**src/logic/drp_pkg.sv**
```systemverilog
// shared types and constants for the dma request/acknowledge port
package drp_pkg;
    localparam int DATA_WIDTH = 16;
    localparam int FIFO_DEPTH = 8;
    localparam int BYTE_WIDTH = 8;
    localparam int LANE_HIGH_LSB = 8;
    localparam int SYNC_STAGES = 2;
    // least spacing of acknowledge rising edges in synchronous transfers
    localparam int ACK_SPACING_CYCLES = 2;
    localparam logic [1:0] LANES_NONE = 2'h0;
    localparam logic [1:0] LANES_LOW = 2'h1;
    localparam logic [1:0] LANES_HIGH = 2'h2;
    localparam logic [1:0] LANES_BOTH = 2'h3;

    // one unit in the fifo: data and which byte lanes it carries
    typedef struct packed {
        logic [1:0] lanes;
        logic [15:0] data;
    } drp_unit_type;

    localparam int UNIT_WIDTH = $bits(drp_unit_type);

    typedef enum logic [1:0] {
        DRP_IDLE = 2'b00,
        DRP_ACK = 2'b01,
        DRP_GAP = 2'b10
    } drp_state_type;
endpackage : drp_pkg

```
**src/logic/drp_fifo.sv**
```systemverilog
// synchronous fifo with valid/ready on both sides
module drp_fifo #(
    parameter int WIDTH = drp_pkg::UNIT_WIDTH,
    parameter int DEPTH = drp_pkg::FIFO_DEPTH
) (
    // clock and reset
    input wire logic clk,
    input wire logic rst,
    // fill side
    input wire logic inValid,
    output logic inReady,
    input wire logic [WIDTH-1:0] inData,
    // drain side
    output logic outValid,
    input wire logic outReady,
    output logic [WIDTH-1:0] outData,
    // fill level
    output logic [$clog2(DEPTH):0] level
);
    localparam int AW = $clog2(DEPTH);
    logic [WIDTH-1:0] mem [DEPTH];
    logic [AW-1:0] wrPtr;
    logic [AW-1:0] rdPtr;
    logic [AW:0] count;
    wire push = inValid && inReady;
    wire pop = outValid && outReady;
    assign inReady = (count != (AW+1)'(DEPTH));
    assign outValid = (count != '0);
    assign outData = mem[rdPtr];
    assign level = count;

    always_ff @(posedge clk) begin
        if (push) begin
            mem[wrPtr] <= inData;
        end
    end

    always_ff @(posedge clk) begin
        if (rst) begin
            wrPtr <= '0;
            rdPtr <= '0;
            count <= '0;
        end else begin
            if (push) begin
                wrPtr <= (wrPtr == AW'(DEPTH - 1)) ? '0 : wrPtr + 1'b1;
            end
            if (pop) begin
                rdPtr <= (rdPtr == AW'(DEPTH - 1)) ? '0 : rdPtr + 1'b1;
            end
            count <= count + (AW+1)'(push) - (AW+1)'(pop);
        end
    end
endmodule : drp_fifo

```
**src/logic/drp_sync.sv**
```systemverilog
// two flip-flop synchroniser, one per bit
module drp_sync #(
    parameter int WIDTH = 1,
    parameter logic [WIDTH-1:0] RESET_VALUE = '0
) (
    // clock and reset
    input wire logic clk,
    input wire logic rst,
    // asynchronous in, synchronous out
    input wire logic [WIDTH-1:0] async,
    output logic [WIDTH-1:0] synced
);
    logic [WIDTH-1:0] stage1;
    always_ff @(posedge clk) begin
        if (rst) begin
            stage1 <= RESET_VALUE;
            synced <= RESET_VALUE;
        end else begin
            stage1 <= async;
            synced <= stage1;
        end
    end
endmodule : drp_sync

```
**src/logic/drp_port.sv**
```systemverilog
// dma request/acknowledge data port with an 8-unit fifo in the data path
//
// Overview of operation
// RULE1: request may stay high while fifo can take or give another unit
// RULE2: request drops when this acknowledge fills or empties the fifo
// RULE3: in single-bus setups register chip select stays inactive during acknowledge
// RULE4: non-burst: controller toggles acknowledge once per data access
// RULE5: this handshake applies only with alternate dma mode disabled
// RULE6: write strobe may lead or trail acknowledge; inside it is recommended; the port counts a strobe only if it rises while acknowledge is low
// RULE7: synchronous transfers space acknowledge rising edges two clocks apart
// RULE8: burst: acknowledge fall drops request only for a single transfer
// RULE9: burst multiple: request drops after the last strobe rises
// RULE10: burst: request re-rises after acknowledge only if pending
// RULE11: register write may lead or trail chip select; inside is recommended
// RULE12: single-bus: acknowledge inactive in register access; write strobes tied
// RULE13: no register-port fifo access while dma is running
// RULE14: byte control: high enable and address bit pick lanes per strobe
module drp_port #(
    parameter int DATA_WIDTH = drp_pkg::DATA_WIDTH,
    parameter int FIFO_DEPTH = drp_pkg::FIFO_DEPTH
) (
    // clock and reset
    input wire logic clk,
    input wire logic rst,
    // configuration
    input wire logic dmaEnable,
    input wire logic writeToDevice,
    input wire logic burstMode,
    input wire logic byteControl,
    input wire logic alternateDma,
    // dma pins
    output logic dma_request,
    input wire logic dma_acknowledge_n,
    input wire logic dma_bus_read_n,
    input wire logic dma_bus_write_n,
    input wire logic high_byte_enable,
    input wire logic low_byte_address_bit,
    input wire logic [DATA_WIDTH-1:0] dataIn,
    output logic [DATA_WIDTH-1:0] dataOut,
    output logic dataOutEnable_n,
    // internal side, toward the protocol engine
    output logic engValid,
    input wire logic engReady,
    output drp_pkg::drp_unit_type engUnit,
    input wire logic engInValid,
    output logic engInReady,
    input wire drp_pkg::drp_unit_type engInUnit,
    // status
    output logic [$clog2(FIFO_DEPTH):0] fifoLevel,
    output logic ackSpacingError,
    output drp_pkg::drp_state_type portState
);
    localparam int LW = $clog2(FIFO_DEPTH) + 1;

    // synchronised pin inputs
    logic [4:0] pinsSync;
    drp_sync #(
        .WIDTH(5),
        // acknowledge and strobes reset to their idle high level so no false edge follows reset
        .RESET_VALUE(5'h1C)
    ) u_sync (
        .clk(clk),
        .rst(rst),
        .async({dma_acknowledge_n, dma_bus_read_n, dma_bus_write_n,
                high_byte_enable, low_byte_address_bit}),
        .synced(pinsSync)
    );
    wire ackN = pinsSync[4];
    wire rdN = pinsSync[3];
    wire wrN = pinsSync[2];
    wire hbe = pinsSync[1];
    wire lba = pinsSync[0];

    logic ackPrev;
    logic rdPrev;
    logic wrPrev;
    wire ackFall = ackPrev && !ackN;
    wire ackRise = !ackPrev && ackN;
    wire rdRise = !rdPrev && rdN;
    wire wrRise = !wrPrev && wrN;
    // a strobe rising inside the acknowledge window ends one unit
    wire strobeEnd = !ackN && (writeToDevice ? wrRise : rdRise);

    // lane select; full word when byte control is off
    wire [1:0] laneSel = !byteControl ? drp_pkg::LANES_BOTH :
                         (!hbe && !lba) ? drp_pkg::LANES_BOTH :
                         (!hbe) ? drp_pkg::LANES_HIGH :
                         drp_pkg::LANES_LOW; // [RULE14]

    // fifo mux: write fills from pins, read fills from engine
    logic fInValid;
    logic fInReady;
    logic fOutValid;
    logic fOutReady;
    drp_pkg::drp_unit_type fInData;
    drp_pkg::drp_unit_type fOutData;
    logic [LW-1:0] level;

    drp_pkg::drp_unit_type pinUnit;
    assign pinUnit.lanes = laneSel;
    assign pinUnit.data = dataIn;

    wire active = dmaEnable && !alternateDma; // [RULE5]
    wire pinPush = active && writeToDevice && strobeEnd;
    wire pinPop = active && !writeToDevice && strobeEnd;

    assign fInValid = writeToDevice ? pinPush : engInValid;
    assign fInData = writeToDevice ? pinUnit : engInUnit;
    assign engInReady = !writeToDevice && fInReady;
    assign fOutReady = writeToDevice ? engReady : pinPop;
    assign engValid = writeToDevice && fOutValid;
    assign engUnit = fOutData;

    drp_fifo #(
        .WIDTH(drp_pkg::UNIT_WIDTH),
        .DEPTH(FIFO_DEPTH)
    ) u_fifo (
        .clk(clk),
        .rst(rst),
        .inValid(fInValid),
        .inReady(fInReady),
        .inData(fInData),
        .outValid(fOutValid),
        .outReady(fOutReady),
        .outData(fOutData),
        .level(level)
    );
    assign fifoLevel = level;

    // room or data for one more unit after the present strobe
    wire canServe = writeToDevice ? fInReady : fOutValid; // [RULE1]
    wire lastUnit = writeToDevice ? (level == LW'(FIFO_DEPTH - 1)) : (level == LW'(1));
    wire servesOneMore = canServe && !(strobeEnd && lastUnit); // [RULE2]
    // pending means not empty on read and not full on write
    wire pending = active && canServe; // [RULE10]

    drp_pkg::drp_state_type state;
    drp_pkg::drp_state_type next_state;
    logic next_request;
    logic request;
    logic [1:0] unitsInAck;
    logic [1:0] next_unitsInAck;

    always_comb begin
        next_state = state;
        next_request = request;
        next_unitsInAck = unitsInAck;
        unique case (state)
            drp_pkg::DRP_IDLE: begin
                next_request = pending;
                next_unitsInAck = '0;
                if (ackFall && active) begin
                    next_state = drp_pkg::DRP_ACK;
                    // burst: only a lone unit of room or data drops the request at this edge
                    next_request = burstMode ? (canServe && !lastUnit) : servesOneMore; // [RULE8]
                end
            end
            drp_pkg::DRP_ACK: begin
                if (strobeEnd && unitsInAck != 2'h3) begin
                    next_unitsInAck = unitsInAck + 2'h1;
                end
                if (burstMode) begin
                    // request drops after final strobe, not at the edge
                    if (strobeEnd && !servesOneMore) begin
                        next_request = 1'b0; // [RULE9]
                    end
                end else if (strobeEnd) begin
                    next_request = servesOneMore; // [RULE2]
                end
                if (ackRise) begin
                    next_state = drp_pkg::DRP_GAP;
                    next_request = pending; // [RULE10]
                end
            end
            drp_pkg::DRP_GAP: begin
                next_request = pending;
                next_state = drp_pkg::DRP_IDLE;
            end
            default: begin
                next_state = drp_pkg::DRP_IDLE;
                next_request = 1'b0;
            end
        endcase
        if (!active) begin
            next_request = 1'b0;
        end
    end

    // spacing monitor for acknowledge rising edges
    logic [1:0] sinceRise;
    // sinceRise reads one less than the edge distance, so a legal spacing must not flag
    wire tooClose = ackRise && (sinceRise < 2'(drp_pkg::ACK_SPACING_CYCLES - 1)); // [RULE7]

    // read data is registered from the fifo head so it is stable at the strobe
    logic [DATA_WIDTH-1:0] readData;
    wire driveBus = active && !writeToDevice && !ackN && !rdN;

    always_ff @(posedge clk) begin
        if (rst) begin
            state <= drp_pkg::DRP_IDLE;
            request <= 1'b0;
            unitsInAck <= '0;
            ackPrev <= 1'b1;
            rdPrev <= 1'b1;
            wrPrev <= 1'b1;
            sinceRise <= 2'h3;
            ackSpacingError <= 1'b0;
            readData <= '0;
            dataOutEnable_n <= 1'b1;
        end else begin
            state <= next_state;
            request <= next_request;
            unitsInAck <= next_unitsInAck;
            ackPrev <= ackN;
            rdPrev <= rdN;
            wrPrev <= wrN;
            if (ackRise) begin
                sinceRise <= '0;
            end else if (sinceRise != 2'h3) begin
                sinceRise <= sinceRise + 2'h1;
            end
            if (tooClose) begin
                ackSpacingError <= 1'b1;
            end
            readData <= fOutData.data;
            dataOutEnable_n <= !driveBus;
        end
    end

    assign dma_request = request;
    assign dataOut = readData;
    assign portState = state;
endmodule : drp_port

```
**config.mk**
```make
export PLATFORM = sky130hd
export DESIGN_NAME = drp_port
export DESIGN_NICKNAME = d
export VERILOG_FILES = /design/src/logic/drp_pkg.sv /design/src/logic/drp_fifo.sv /design/src/logic/drp_sync.sv /design/src/logic/drp_port.sv
export SDC_FILE = /design/constraint.sdc
export NUM_CORES = 1
export LEC_CHECK = 0
export BUFFER_PORTS_ARGS = -buffer_cell sky130_fd_sc_hd__clkbuf_2
export CORE_MARGIN = 4
export CORE_UTILIZATION = 35
export CTS_CLUSTER_SIZE = 40
export DETAILED_ROUTE_END_ITERATION = 12
export PLACE_DENSITY = 0.56
export SYNTH_ARGS = -nofsm -noshare
export SYNTH_HDL_FRONTEND = slang
export SYNTH_SLANG_ARGS = --single-unit
```
**constraint.sdc**
```tcl
create_clock -name clk -period 6.1 [get_ports clk]
set_clock_uncertainty 0.1 [all_clocks]
set_input_delay 0.305 -clock clk [delete_from_list [all_inputs] [get_ports clk]]
set_output_delay 0.305 -clock clk [all_outputs]
set_load 0.01 [all_outputs]
```
### Yosys cells after proc, flatten, opt, wreduce, memory -nomap -nowiden

Memories as Yosys holds them, arrays and structs flattened. A register that Yosys moved wholly into a read port is not among the register bits.
Index checks and enable logic that the tools add are counted.

* register bits after elaboration: 46
* input bits: 48
* output and inout port bits: 45
* logic and storage cells: 104
* RAM bits: 144
* memories kept: 1

Memories
* u_fifo.mem: depth 8, width 18, read ports 1, clocked after memory_dff 1, wr ports 1, line drp_fifo.sv:21 `logic [WIDTH-1:0] mem [DEPTH];`

* mux-type cells: 27
* equality and inequality tests: 12
* reductions and logical operators: 43
* $lt $le $gt $ge: 1
* bitwise operators: 1
* add/subtract/negate cells: 5

Operators with widths (number)
* $logic_and A1 B1 Y1: 24
* $mux W18: 1
* $mux W2: 7
* $logic_not A1 Y1: 13
* $mux W1: 13
* $mux W3: 4
* $ne A4 B4 Y1 const B: 3
* $add A3 B1 Y3 const B: 2
* $eq A3 B3 Y1 const B: 2
* $ne A2 B2 Y1 const B: 3
* $add A4 B1 Y4: 1
* $eq A4 B1 Y1 const B: 1
* $eq A4 B3 Y1 const B: 1
* $pmux W2 S2: 1
* $reduce_and A2 Y1: 2
* $reduce_bool A4 Y1: 1
* $sub A4 B1 Y4: 1
* $pmux W1 S3: 1
* $add A2 B1 Y2 const B: 1
* $eq A2 B1 Y1 const B: 1
* $eq A2 B2 Y1 const B: 1
* $logic_not A2 Y1: 1
* $lt A2 B1 Y1 const B: 1
* $reduce_bool A2 Y1: 1
* other kinds (2): 2

### Depth between registers and ports, before layout

Gate-level depths: netlist (run 1).

* depth in word-level cells: 13
* gate-level depth with buffers: 12
* mapped depth without buffers: 12

### Cells and area by module

A second synthesis (run 1) with hierarchy kept.

* cells, all modules: 423
* area, all modules: 7712.4 sq um

Modules (own cells, without submodules)
* drp_fifo: instances 1, area each 6258.5 sq um, cells each 284
* drp_port: instances 1, area each 1191.1 sq um, cells each 119
* drp_sync: instances 1, area each 262.8 sq um, cells each 20

### Worst setup path after synthesis (run 1)

OpenSTA, ideal clock, no wires.

* path kind: input to register
* start: input alternateDma
* end: memory u_fifo.mem[4][0] in the netlist's numbering, enable pin
* buffers on the path: 0
* cell stages on the path: 5
* slack: 2.947 ns
* library setup time: 0.420 ns
* data arrival time: 2.633 ns
* path through: nand2b_1 -> nor4b_2 -> a2bb2oi_2 -> nand2b_1 -> nor3b_1

* word-level cells in the longest chain between the ends: 8

Ends and longest elaborated chain
* start: declaration: line drp_port.sv:30 `input wire logic alternateDma,`
* $logic_not A1 Y1: line drp_port.sv:103 `wire active = dmaEnable && !alternateDma;`
* $logic_and A1 B1 Y1: line drp_port.sv:103
* $logic_and A1 B1 Y1 (2 in series): line drp_port.sv:104 `wire pinPush = active && writeToDevice && strobeEnd;`
* $mux W1: line drp_port.sv:107 `assign fInValid = writeToDevice ? pinPush : engInValid;`
* $logic_and A1 B1 Y1: line drp_fifo.sv:25 `wire push = inValid && inReady;`
* via u_fifo.push: line drp_fifo.sv:25
* $mux W1: line drp_fifo.sv:33 `if (push) begin`
* $mux W1 (implied by the code): line drp_fifo.sv:34 `mem[wrPtr] <= inData;`
* end: declaration: line drp_fifo.sv:21

The timed path passes the listed nets, and every way through them passes these cells.

### Worst setup path in the final report (run 1)

* start: input writeToDevice
* end: memory u_fifo.mem[7][8] in the netlist's numbering, enable pin

* word-level cells in the longest chain between the ends: 7
* elaborated cells on any way between the ends: 8
* those cells by class: mux: 4; reduce/logical: 4

Ends and longest elaborated chain
* start: declaration: line drp_port.sv:27 `input wire logic writeToDevice,`
* $mux W1: line drp_port.sv:82 `wire strobeEnd = !ackN && (writeToDevice ? wrRise : rdRise);`
* $logic_and A1 B1 Y1: line drp_port.sv:82
* $logic_and A1 B1 Y1: line drp_port.sv:104
* $mux W1 *: line drp_port.sv:107
* $logic_and A1 B1 Y1 *: line drp_fifo.sv:25
* via u_fifo.push: line drp_fifo.sv:25
* $mux W1 *: line drp_fifo.sv:33
* $mux W1 (implied by the code) *: line drp_fifo.sv:34

Mark *: on every way through the listed nets, which the timed path passes. The rest lies on a longest branch.

==> metrics.txt, run 1 <==
Pins Over Slew Limit 0; initial antenna violation count 0; Worst Hold Class input port to register; Final Hold Vio Count 0; number of synthesized register bits between 150 and 200; Reg power frac 49.6%; Endpoint, Worst Hold u_sync.stage1[0]; clock latency on the worst-skew pair 0.42 ns; Total GRT Usage 13.4%; routed vias 3,927; Antenna diodes 0; unrepaired setup endpoints after global routing false; period utilization 50.4%; critical path class input port to register; # resized after CTS 0; largest net degree at the start of global routing 46; DIE AREA 0.0240 mm²; Netlist Area Pre-Place 0.00755 mm²; starting density of the core 35.8%; Hold Startpoint low_byte_address_bit; most frequent cells after synthesis edfxtp_1, dfxtp_1, mux4_2, mux2_2, nor2b_1; vias per inst 4.84; critical path peak fanout 32; DP HPWL 10,100 µm; global route total overflow 0; Comb pwr share 16.2%; status complete, no violations; Netlist cell types 48; DRC Markers 0; CP required slightly above 6 ns; Placed Area 0.00836 mm²; total routed wirelength 15,500 µm; Max Cap Viol 0; first-pass GRT wire length 23,900 µm; synthesized area per cell between 15 and 20 µm²; final instance area around 0.0090 mm²; area growth from synthesis to layout 18.6%; clock group share of total power 34.2%; pre-CTS setup slack between 2 and 2.5 ns; I/O pins 93; Least-Margin Pin Slew 1.12 ns; DRT antenna net count 0; # rows 53; clk buf depth 2; reg2reg path depth 5; fraction of registers with async set/reset 0%; max_slew headroom between 20 and 30%; Core Box Area 0.0211 mm²; H-tree Lvls 4; CP arrival roughly 3.0 ns; Wirelength per Cell 19.0 µm; number of port buffers approximately 90; # setup viols final 0; fin util 42.4%; hold path cells 2; placed insts 776; EDFF count, synth between 100 and 150; Tmin final slightly above 3 ns; clock slew at reported path FFs 0.06 ns; r2r setup slk 3.34 ns; RD Place Congestion roughly 0.8; Crit. End Element register; LEAKAGE approximately 0.0031 µW; Switching Fraction 25.0%; Sink Count 193; Mapped Nets 482; synth top area cells edfxtp_1, dfxtp_1, mux4_2; reg2reg start wrPrev; setup ws final roughly 3.0 ns; area occupied by multi-input gates 0.00214 mm²; fraction of layout cells with a size suffix above 1 41.2%; DRT Pass-1 Iters 4; FILL cells 1,864; area leader, netlist edfxtp_1; CP Launch Type input port; Clk Tree Root Cell clkbuf_16; Syn Inst Count 421; Int Pwr 2300 µW; VDD IR-drop max 0.224 mV; CTS tree built; fmax roughly 0.33 GHz; die outline width 155 µm; Primary FF master, synth edfxtp_1; post-synth top area share about 57%; RR Endpoint u_fifo.mem[7][8]; Die Height 155 µm; setup TNS 0 ns; fin nets 585; Sequential cell area 0.00531 mm²; Initial DRC Count 138; final cell count without fillers 812; post-synthesis sequential area ratio 70.3%; top-count cell post-synth edfxtp_1; PD cells 342 mW/mm²; Synth Warn # 0; cts bufs inserted 17; Sw Pwr 766 µW; vias in the first global route 4,161
[power groups by stage]
| stage | sequential, µW | clock, µW | combinational, µW |
|---|---|---|---|
| after global placement | 1550 | 0 | 495 |
| after global routing | 1530 | 1140 | 558 |
| after floorplan | 1550 | 0 | 338 |
| after detailed placement | 1550 | 0 | 505 |
| final | 1520 | 1050 | 496 |
| after CTS | 1520 | 1080 | 511 |
[state kept, by name (all words and copies together), names as in the netlist, 2 cells and up, named ones only]
| signal | flops |
|---|---|
| dataOut | 16 |
| portState | 2 |
| sinceRise | 2 |
| u_fifo.level | 4 |
| u_fifo.mem | 144 |
| u_fifo.rdPtr | 3 |
| u_fifo.wrPtr | 3 |
| u_sync.stage1 | 5 |
| u_sync.synced | 5 |
[stage by stage]
stage	hold slack [ns]	power (µW)
CTS	0.000163	3110
global placement	0.295	2040
finish	0.0164	3060
detailed placement	0.294	2050
global route	0.0119	3220
floorplan	0.289	1890
[cells in the final DEF (no fill, tap or decap), types with 3 or more instances in the layout]
cell type      count
dlygate4sd3_1      4
nor3b_2            4
mux4_2            36
clkbuf_1           4
a21oi_1            5
dfxtp_1           47
edfxtp_1         144
nor2b_1           26
mux2_2            34
inv_1             13
nor3_1             3
inv_6              4
nand2_1            5
nor2_1            14
clkbuf_2          92
or2_2              9
mux2i_1            7
buf_4              7
clkinv_4           3
nand2b_1           3
clkbuf_16         17
ha_1              12
[layer usage]
layer | track usage [%] | vias to the layer above | wire [µm]
met5 | 0 | - | 0
met4 | 4.16 | 0 | 239
met3 | 3.72 | 14 | 671
met2 | 23.6 | 105 | 8170
met1 | 15.9 | 1983 | 6390
li1 | - | 1825 | -
[critical path: stages]
cell and delay [ns]:
clkbuf_2 0.65, nand3b_1 0.23, nor4b_2 0.36, a2bb2oi_2 0.38
nand2_1 0.22, nor2_2 0.84
[area by class of cell]
type	count	area share (%)
Inverter	13	0.545
Clock inverter	10	1.13
Clock buffer	22	5.07
Sequential cell	193	59.3
Tap cell	275	3.84
Multi-Input combinational cell	196	23.9
Timing Repair Buffer	103	6.18
[worst max path at each step]
| stage | cells after the start | slack (ns) | start | to |
|---|---|---|---|---|
| 2_1_floorplan | 5 | 2.95 | alternateDma | u_fifo.mem[4][0] |
| 3_3_place_gp | 6 | 2.65 | writeToDevice | u_fifo.mem[6][3] |
| 3_5_place_dp | 6 | 2.46 | writeToDevice | u_fifo.mem[7][3] |
| 4_1_cts | 6 | 2.92 | writeToDevice | u_fifo.mem[7][8] |
| 5_1_grt | 6 | 2.77 | writeToDevice | u_fifo.mem[7][8] |
| 6_report | 6 | 3.03 | writeToDevice | u_fifo.mem[7][8] |
[logic make-up (layout without fill, tap and decap cells)]
group	after synthesis	after routing	share of synthesized area, %
compound gates	22	22	2.34
xor+xnor	3	3	0.348
fa+ha+maj	13	13	2.25
buf+inv	32	148	1.77
flops	193	193	70.3
mux	77	77	16.7
simple gates	81	81	6.23
[repair_timing]
item / in CTS / in global routing
endpoints found under the hold margin: 4 / 0
setup buffers: 0 / 0
hold buffers: 4 / 0
Note: power is estimated with default switching activity, not from simulation.
==> run 2, diff against run 1 <==
--- a/config.mk
+++ b/config.mk
@@ -5,6 +5,7 @@
 export SDC_FILE = /design/constraint.sdc
 export NUM_CORES = 1
 export LEC_CHECK = 0
+export ABC_AREA = 1
 export BUFFER_PORTS_ARGS = -buffer_cell sky130_fd_sc_hd__clkbuf_2
 export CORE_MARGIN = 4
 export CORE_UTILIZATION = 35
==> constraint.sdc (replaced) <==
create_clock -name clk -period 3.2 [get_ports clk]
set_clock_uncertainty 0.1 [all_clocks]
set_input_delay 0.16 -clock clk [delete_from_list [all_inputs] [get_ports clk]]
set_output_delay 0.16 -clock clk [all_outputs]
set_load 0.01 [all_outputs]
==> metrics.txt, run 2 <==
status complete, no violations; fraction of layout cells with a size suffix above 1 20.6% (-21 points); DRC Markers 0 (unchanged); Hold Startpoint rst; DIE AREA 0.0243 mm² (+1.5%); clock group share of total power 32.9% (-1.3 points); area growth from synthesis to layout 19.0%; number of port buffers 92 (unchanged); hold path cells 3 (+1); VDD IR-drop max 0.368 mV (+64%); placed insts 1,036 (+34%); most common cell after layout, fill and taps aside edfxtp_1; initial antenna violation count 0 (unchanged); critical path peak fanout 72 (+130%); synth top area cells edfxtp_1, dfxtp_1, nand2_1; die outline width 156 µm (+0.74%); Int Pwr 4570 µW (+99%); area leader, netlist edfxtp_1; Mapped Nets 750 (+56%); post-synthesis sequential area ratio 69.2% (-1.1 points); fin nets 849 (+45%); Core Box Area 0.0213 mm² (+0.94%); period utilization 76.1%; first-pass GRT wire length 27,600 µm (+16%); commonest non-fill, non-tap cells in the layout edfxtp_1, nand2_1, nor2_1; Clk Tree Root Cell clkbuf_16; final cell count without fillers 1,076 (+33%); CP arrival 2.18 ns (-0.83 ns); RD Place Congestion 0.784 (+0.46%); Initial DRC Count 417 (+200%); Pins Over Slew Limit 0 (unchanged); Final Hold Vio Count 0 (unchanged); RR Endpoint u_fifo.level[3]; EDFF count, synth 144 (unchanged); Sink Count 193 (unchanged); Synth Warn # 0 (unchanged); PD cells 719 mW/mm² (+110%); cts bufs inserted 17 (unchanged); vias per inst 4.81 (-0.61%); Comb pwr share 22.1% (+5.9 points); critical path class register to output port; H-tree Lvls 4 (unchanged); Sw Pwr 1990 µW (+160%); Endpoint, Worst Hold ackPrev; CP required 2.94 ns (-3.10 ns); max_slew headroom 50.1% (+25 points); Die Height 156 µm (+0.74%); Reg power frac 45.1% (-4.5 points); most frequent cells after synthesis edfxtp_1, nand2_1, nor2_1, o21ai_0, dfxtp_1; Netlist Area Pre-Place 0.00766 mm² (+1.6%); max reg flops 144 (unchanged); r2r setup slk 0.78 ns (-2.56 ns); CTS tree built; Total GRT Usage 14.6% (+1.3 points); Switching Fraction 30.3% (+5.3 points); Worst Hold Class input port to register; DP HPWL 10,500 µm (+3.9%); reg2reg start u_fifo.level[2]; Primary FF master, synth edfxtp_1; # setup viols final 0 (unchanged); vias in the first global route 5,147 (+24%); post-synth top area share 56.4% (-0.89 points); starting density of the core 36.0% (+0.22 points); DRT Pass-1 Iters 4 (unchanged); setup TNS 0 ns (unchanged); Tmin final 2.44 ns; Largest Register u_fifo.mem; clock latency on the worst-skew pair 0.43 ns (about the same); Crit. End Element output port; # rows 53 (unchanged); largest net degree at the start of global routing 73 (+59%); clk buf depth 2 (unchanged); Least-Margin Pin Slew 0.746 ns (-0.377 ns); I/O pins 93 (unchanged); total routed wirelength 17,300 µm (+12%); Wirelength per Cell 16.1 µm (-16%); Max Cap Viol 0 (unchanged); Antenna diodes 0 (unchanged); CP Launch Type register; LEAKAGE 0.00358 µW (+14%); top-count cell post-synth edfxtp_1; Syn Inst Count 689 (+64%); Netlist cell types 33 (-31%); unrepaired setup endpoints after global routing false; global route total overflow 0 (unchanged); reg2reg path depth 13 (+8); clock slew at reported path FFs 0.08 ns (+0.02 ns); fmax slightly above 0.4 GHz; DRT antenna net count 0 (unchanged); fraction of registers with async set/reset 0% (unchanged); synthesized area per cell 11.1 µm² (-38%); routed vias 5,172 (+32%); number of synthesized register bits 193 (unchanged)
==> run 2: power by group through the flow <==
stage	combinational [µW]	clock, µW	sequential [µW]
after floorplan	917	0	3040
after global placement	1460	0	3010
after global routing	1670	2320	2980
after CTS	1480	2210	2960
final	1450	2150	2960
after detailed placement	1470	0	3010
==> run 2: area by class of cell <==
cell class                      instances  area (µm²)
Clock buffer                           18         429
Clock inverter                         14         175
Fill cell                            2033       12200
Inverter                               34         130
Multi-Input combinational cell        426        2070
Sequential cell                       193        5310
Tap cell                              275         344
Timing Repair Buffer                  116         661
==> run 2: cells by family after synthesis <==
family / after synthesis / synth area share, %
xor gates and xnor gates: 1 / 0.114
buffers and inverters: 70 / 3.75
adders and majority gates: 13 / 2.22
DFF: 193 / 69.2
and+or+nand+nor: 262 / 14.1
AOI/OAI and AO/OA: 150 / 10.6
==> run 2: worst max path at each step <==
stage | from | endpoint | cells after the start
final | register | engUnit[17] | 6
after global routing | u_fifo.level[2] | u_fifo.level[3] | 13
after CTS | register | engUnit[17] | 6
after detailed placement | writeToDevice | u_fifo.level[3] | 14
after global placement | writeToDevice | u_fifo.level[3] | 14
after floorplan | u_fifo.level[2] | u_fifo.mem[1][0] | 7
==> run 2: worst max-delay path: stages, from the launching register on <==
cell,delay [ns]
dfxtp_2,0.34
buf_4,0.54
o21ai_0,0.19
o22ai_1,0.23
nor2_1,0.06
a31oi_1,0.20
clkbuf_2,0.17
==> run 2: per-stage QoR <==
step / power, µW / utilization, % / instance area (µm²) / worst slack [ns] / hold WS [ns]
after CTS: 6650 / 42.8 / 9120 / 0.705 / 0.0310
after global routing: 6970 / 42.8 / 9120 / 0.401 / 0.0712
after floorplan: 3950 / - / 7660 / 0.610 / 0.164
after detailed placement: 4480 / 39.6 / 8430 / 0.764 / 0.245
after global placement: 4470 / 39.6 / 8430 / 0.783 / 0.248
final: 6560 / 42.8 / 9120 / 0.763 / 0.0333
==> run 2: repair_timing <==
action / CTS / global route
endpoints found under the hold margin: 7 / 0
setup buffers: 0 / 0
hold buffers: 8 / 0
resized for setup: 0 / 0
==> run 2: per-layer routing <==
metal / wire (µm) / part of all wire [%] / GRT usage (%)
met5: 0 / 0 / 0
met4: 131 / 0.76 / 3.38
met3: 738 / 4.3 / 3.41
met2: 8560 / 49 / 23.9
met1: 7860 / 45 / 19.9
==> run 3, diff against run 2 <==
==> constraint.sdc (replaced) <==
create_clock -name clk -period 2.4 [get_ports clk]
set_clock_uncertainty 0.1 [all_clocks]
set_input_delay 0.12 -clock clk [delete_from_list [all_inputs] [get_ports clk]]
set_output_delay 0.12 -clock clk [all_outputs]
set_load 0.01 [all_outputs]
==> metrics.txt, run 3 (synthesized netlist as in run 2, its figures left out) <==
starting density of the core 36.0% (unchanged); fin util 43.8% (+0.96 points); LEAKAGE 0.00367 µW (+2.7%); worst setup path end u_fifo.level[2]; CP max stage cell fa_1; clk buf depth 2 (unchanged); Crit. End Element register; DRC Markers 0 (unchanged); Largest Register u_fifo.mem; CP required 2.61 ns (-0.33 ns); Core Box Area 0.0213 mm² (unchanged); largest net degree at the start of global routing 55 (-25%); clock latency on the worst-skew pair 0.43 ns (about the same); Initial DRC Count 297 (-29%); final cell count without fillers 1,088 (+1.1%); placed insts 1,047 (+1.1%); global route total overflow 0 (unchanged); I/O pins 93 (unchanged); Max stage delay on crit path 0.37 ns (-0.17 ns); fin nets 861 (+1.4%); fraction of layout cells with a size suffix above 1 23.0% (+2.4 points); most common cell after layout, fill and taps aside edfxtp_1; Least-Margin Pin Slew 0.526 ns (-0.220 ns); RR Endpoint u_fifo.level[2]; Tmin final 2.22 ns; first-pass GRT wire length 27,800 µm (+0.47%); r2r setup slk 0.18 ns (-0.60 ns); DRT Pass-1 Iters 6 (+2); PD cells 944 mW/mm² (+31%); vias in the first global route 5,014 (-2.6%); Worst path most repeated cell ha_1; RD Place Congestion 0.801 (+2.2%); Reg power frac 44.9% (-0.2 points); status complete, no violations; period utilization 92.5%; total routed wirelength 17,600 µm (+1.8%); DP HPWL 11,400 µm (+8.2%); CP Launch Type register; Sink Count 193 (unchanged); critical path peak fanout 4 (-94%); clock slew at reported path FFs 0.07 ns (about the same); cts bufs inserted 17 (unchanged); critical path class register to register; Worst Hold Class input port to register; initial antenna violation count 0 (unchanged); area growth from synthesis to layout 21.6%; max reg flops 144 (unchanged); CP Buf/Inv Count 3 (+1); clock group share of total power 32.0% (-0.9 points); Switching Fraction 29.8% (-0.56 points); Clk Tree Root Cell clkbuf_16; number of port buffers 92 (unchanged); die outline width 156 µm (unchanged); # setup viols final 0 (unchanged); routed vias 5,221 (+0.95%); Max Cap Viol 0 (unchanged); commonest non-fill, non-tap cells in the layout edfxtp_1, nand2_1, nor2_1; reg2reg start u_fifo.level[2]; reg2reg path depth 12 (-1); crit-path cells inv_2 -> ha_1 -> a31oi_2 -> nand2_1 -> nand2_2 -> ha_1 -> inv_1 -> ha_1 -> inv_1 -> fa_1 -> xor2_1 -> nor2_1; Levels on crit path 12 (+6); Wirelength per Cell 16.2 µm (+0.67%); worst setup path startpoint u_fifo.level[2]; DIE AREA 0.0243 mm² (unchanged); Sw Pwr 2620 µW (+32%); # rows 53 (unchanged); Pins Over Slew Limit 0 (unchanged); vias per inst 4.80 (-0.17%); Final Hold Vio Count 0 (unchanged); Int Pwr 6180 µW (+35%); Die Height 156 µm (unchanged); Total GRT Usage 14.8% (+0.16 points); CTS tree built; CP arrival 2.43 ns (+0.25 ns); Antenna diodes 0 (unchanged); H-tree Lvls 4 (unchanged); fmax between 0.4 and 0.5 GHz; max_slew headroom 64.9% (+15 points); VDD IR-drop max 0.489 mV (+33%); critical path's top delay family adder cells; Comb pwr share 23.1% (+1.0 points); DRT antenna net count 0 (unchanged)
run 3: cell types whose count changed in the layout (fill, tap and decap cells not counted), moves of 3 or more:
cell and change:
nor2_4 +4, clkbuf_8 +3, buf_12 +6, buf_4 +6, nor2_1 -4, clkinv_2 +3, inv_8 -3
run 3: worst min path at each step:
stage | slack (ns) | end | from | cells past startpoint
2_1_floorplan | 0.12 | u_sync.stage1[2] | dma_bus_write_n | 1
3_3_place_gp | 0.20 | u_sync.stage1[3] | dma_bus_read_n | 2
3_5_place_dp | 0.20 | u_sync.stage1[3] | dma_bus_read_n | 2
4_1_cts | 0.01 | u_fifo.wrPtr[1] | engInValid | 5
5_1_grt | 0.07 | u_fifo.wrPtr[2] | engInValid | 5
6_report | 0.03 | u_fifo.wrPtr[1] | engInValid | 5
run 3: cell type report:
| class | instances | area [µm²] |
|---|---|---|
| fillers | 2037 | 12000 |
| flip-flops and latches | 193 | 5310 |
| multi-input cells | 426 | 2110 |
| repair buffers | 128 | 826 |
| clock buffers | 22 | 517 |
| well taps | 275 | 344 |
| inverters | 34 | 131 |
| clock inverters | 10 | 82.6 |
run 3: worst reg2reg max path, delay by kind of cell, from the launching register on:
family / cells / cell delay, ns
and+or+nand+nor: 3 / 0.23
DFF: 1 / 0.36
xor gates and xnor gates: 1 / 0.15
adders and majority gates: 4 / 0.95
buffers and inverters: 3 / 0.19
AOI/OAI and AO/OA: 1 / 0.16
run 3: routing by layer:
| layer | vias up | GRT usage, % | routed length (µm) |
|---|---|---|---|
| met5 | - | 0 | 0 |
| met1 | 2476 | 20.4 | 8040 |
| met4 | 0 | 3.33 | 221 |
| met3 | 12 | 3.41 | 957 |
| li1 | 2617 | - | - |
| met2 | 116 | 23.9 | 8380 |
run 3: power by group through the flow:
stage	sequential (µW)	combinational (µW)	clock [µW]
global placement	4010	2020	0
floorplan	4050	1240	0
finish	3950	2030	2810
global route	3980	2330	3000
detailed placement	4020	2030	0
CTS	3950	2050	2870
run 3: metrics by stage:
| stage | cell area [µm²] | setup slack [ns] | total power (µW) | TNS, ns | hold WS [ns] |
|---|---|---|---|---|---|
| after CTS | 9310 | 0.0540 | 8870 | 0 | 0.0148 |
| after floorplan | 7690 | -0.190 | 5290 | -13.66 | 0.124 |
| final | 9320 | 0.179 | 8800 | 0 | 0.0257 |
| after global placement | 8630 | 0.148 | 6040 | 0 | 0.203 |
| after global routing | 9320 | -0.0106 | 9300 | -0.0106 | 0.0664 |
| after detailed placement | 8630 | 0.0848 | 6050 | 0 | 0.204 |
run 3: timing repair:
item,4_1_cts,5_1_grt
buffers inserted,0,1
hold buffers,8,0
endpoints found under the hold margin,7,0
gates resized for setup,0,5
setup endpoints to repair,0,5
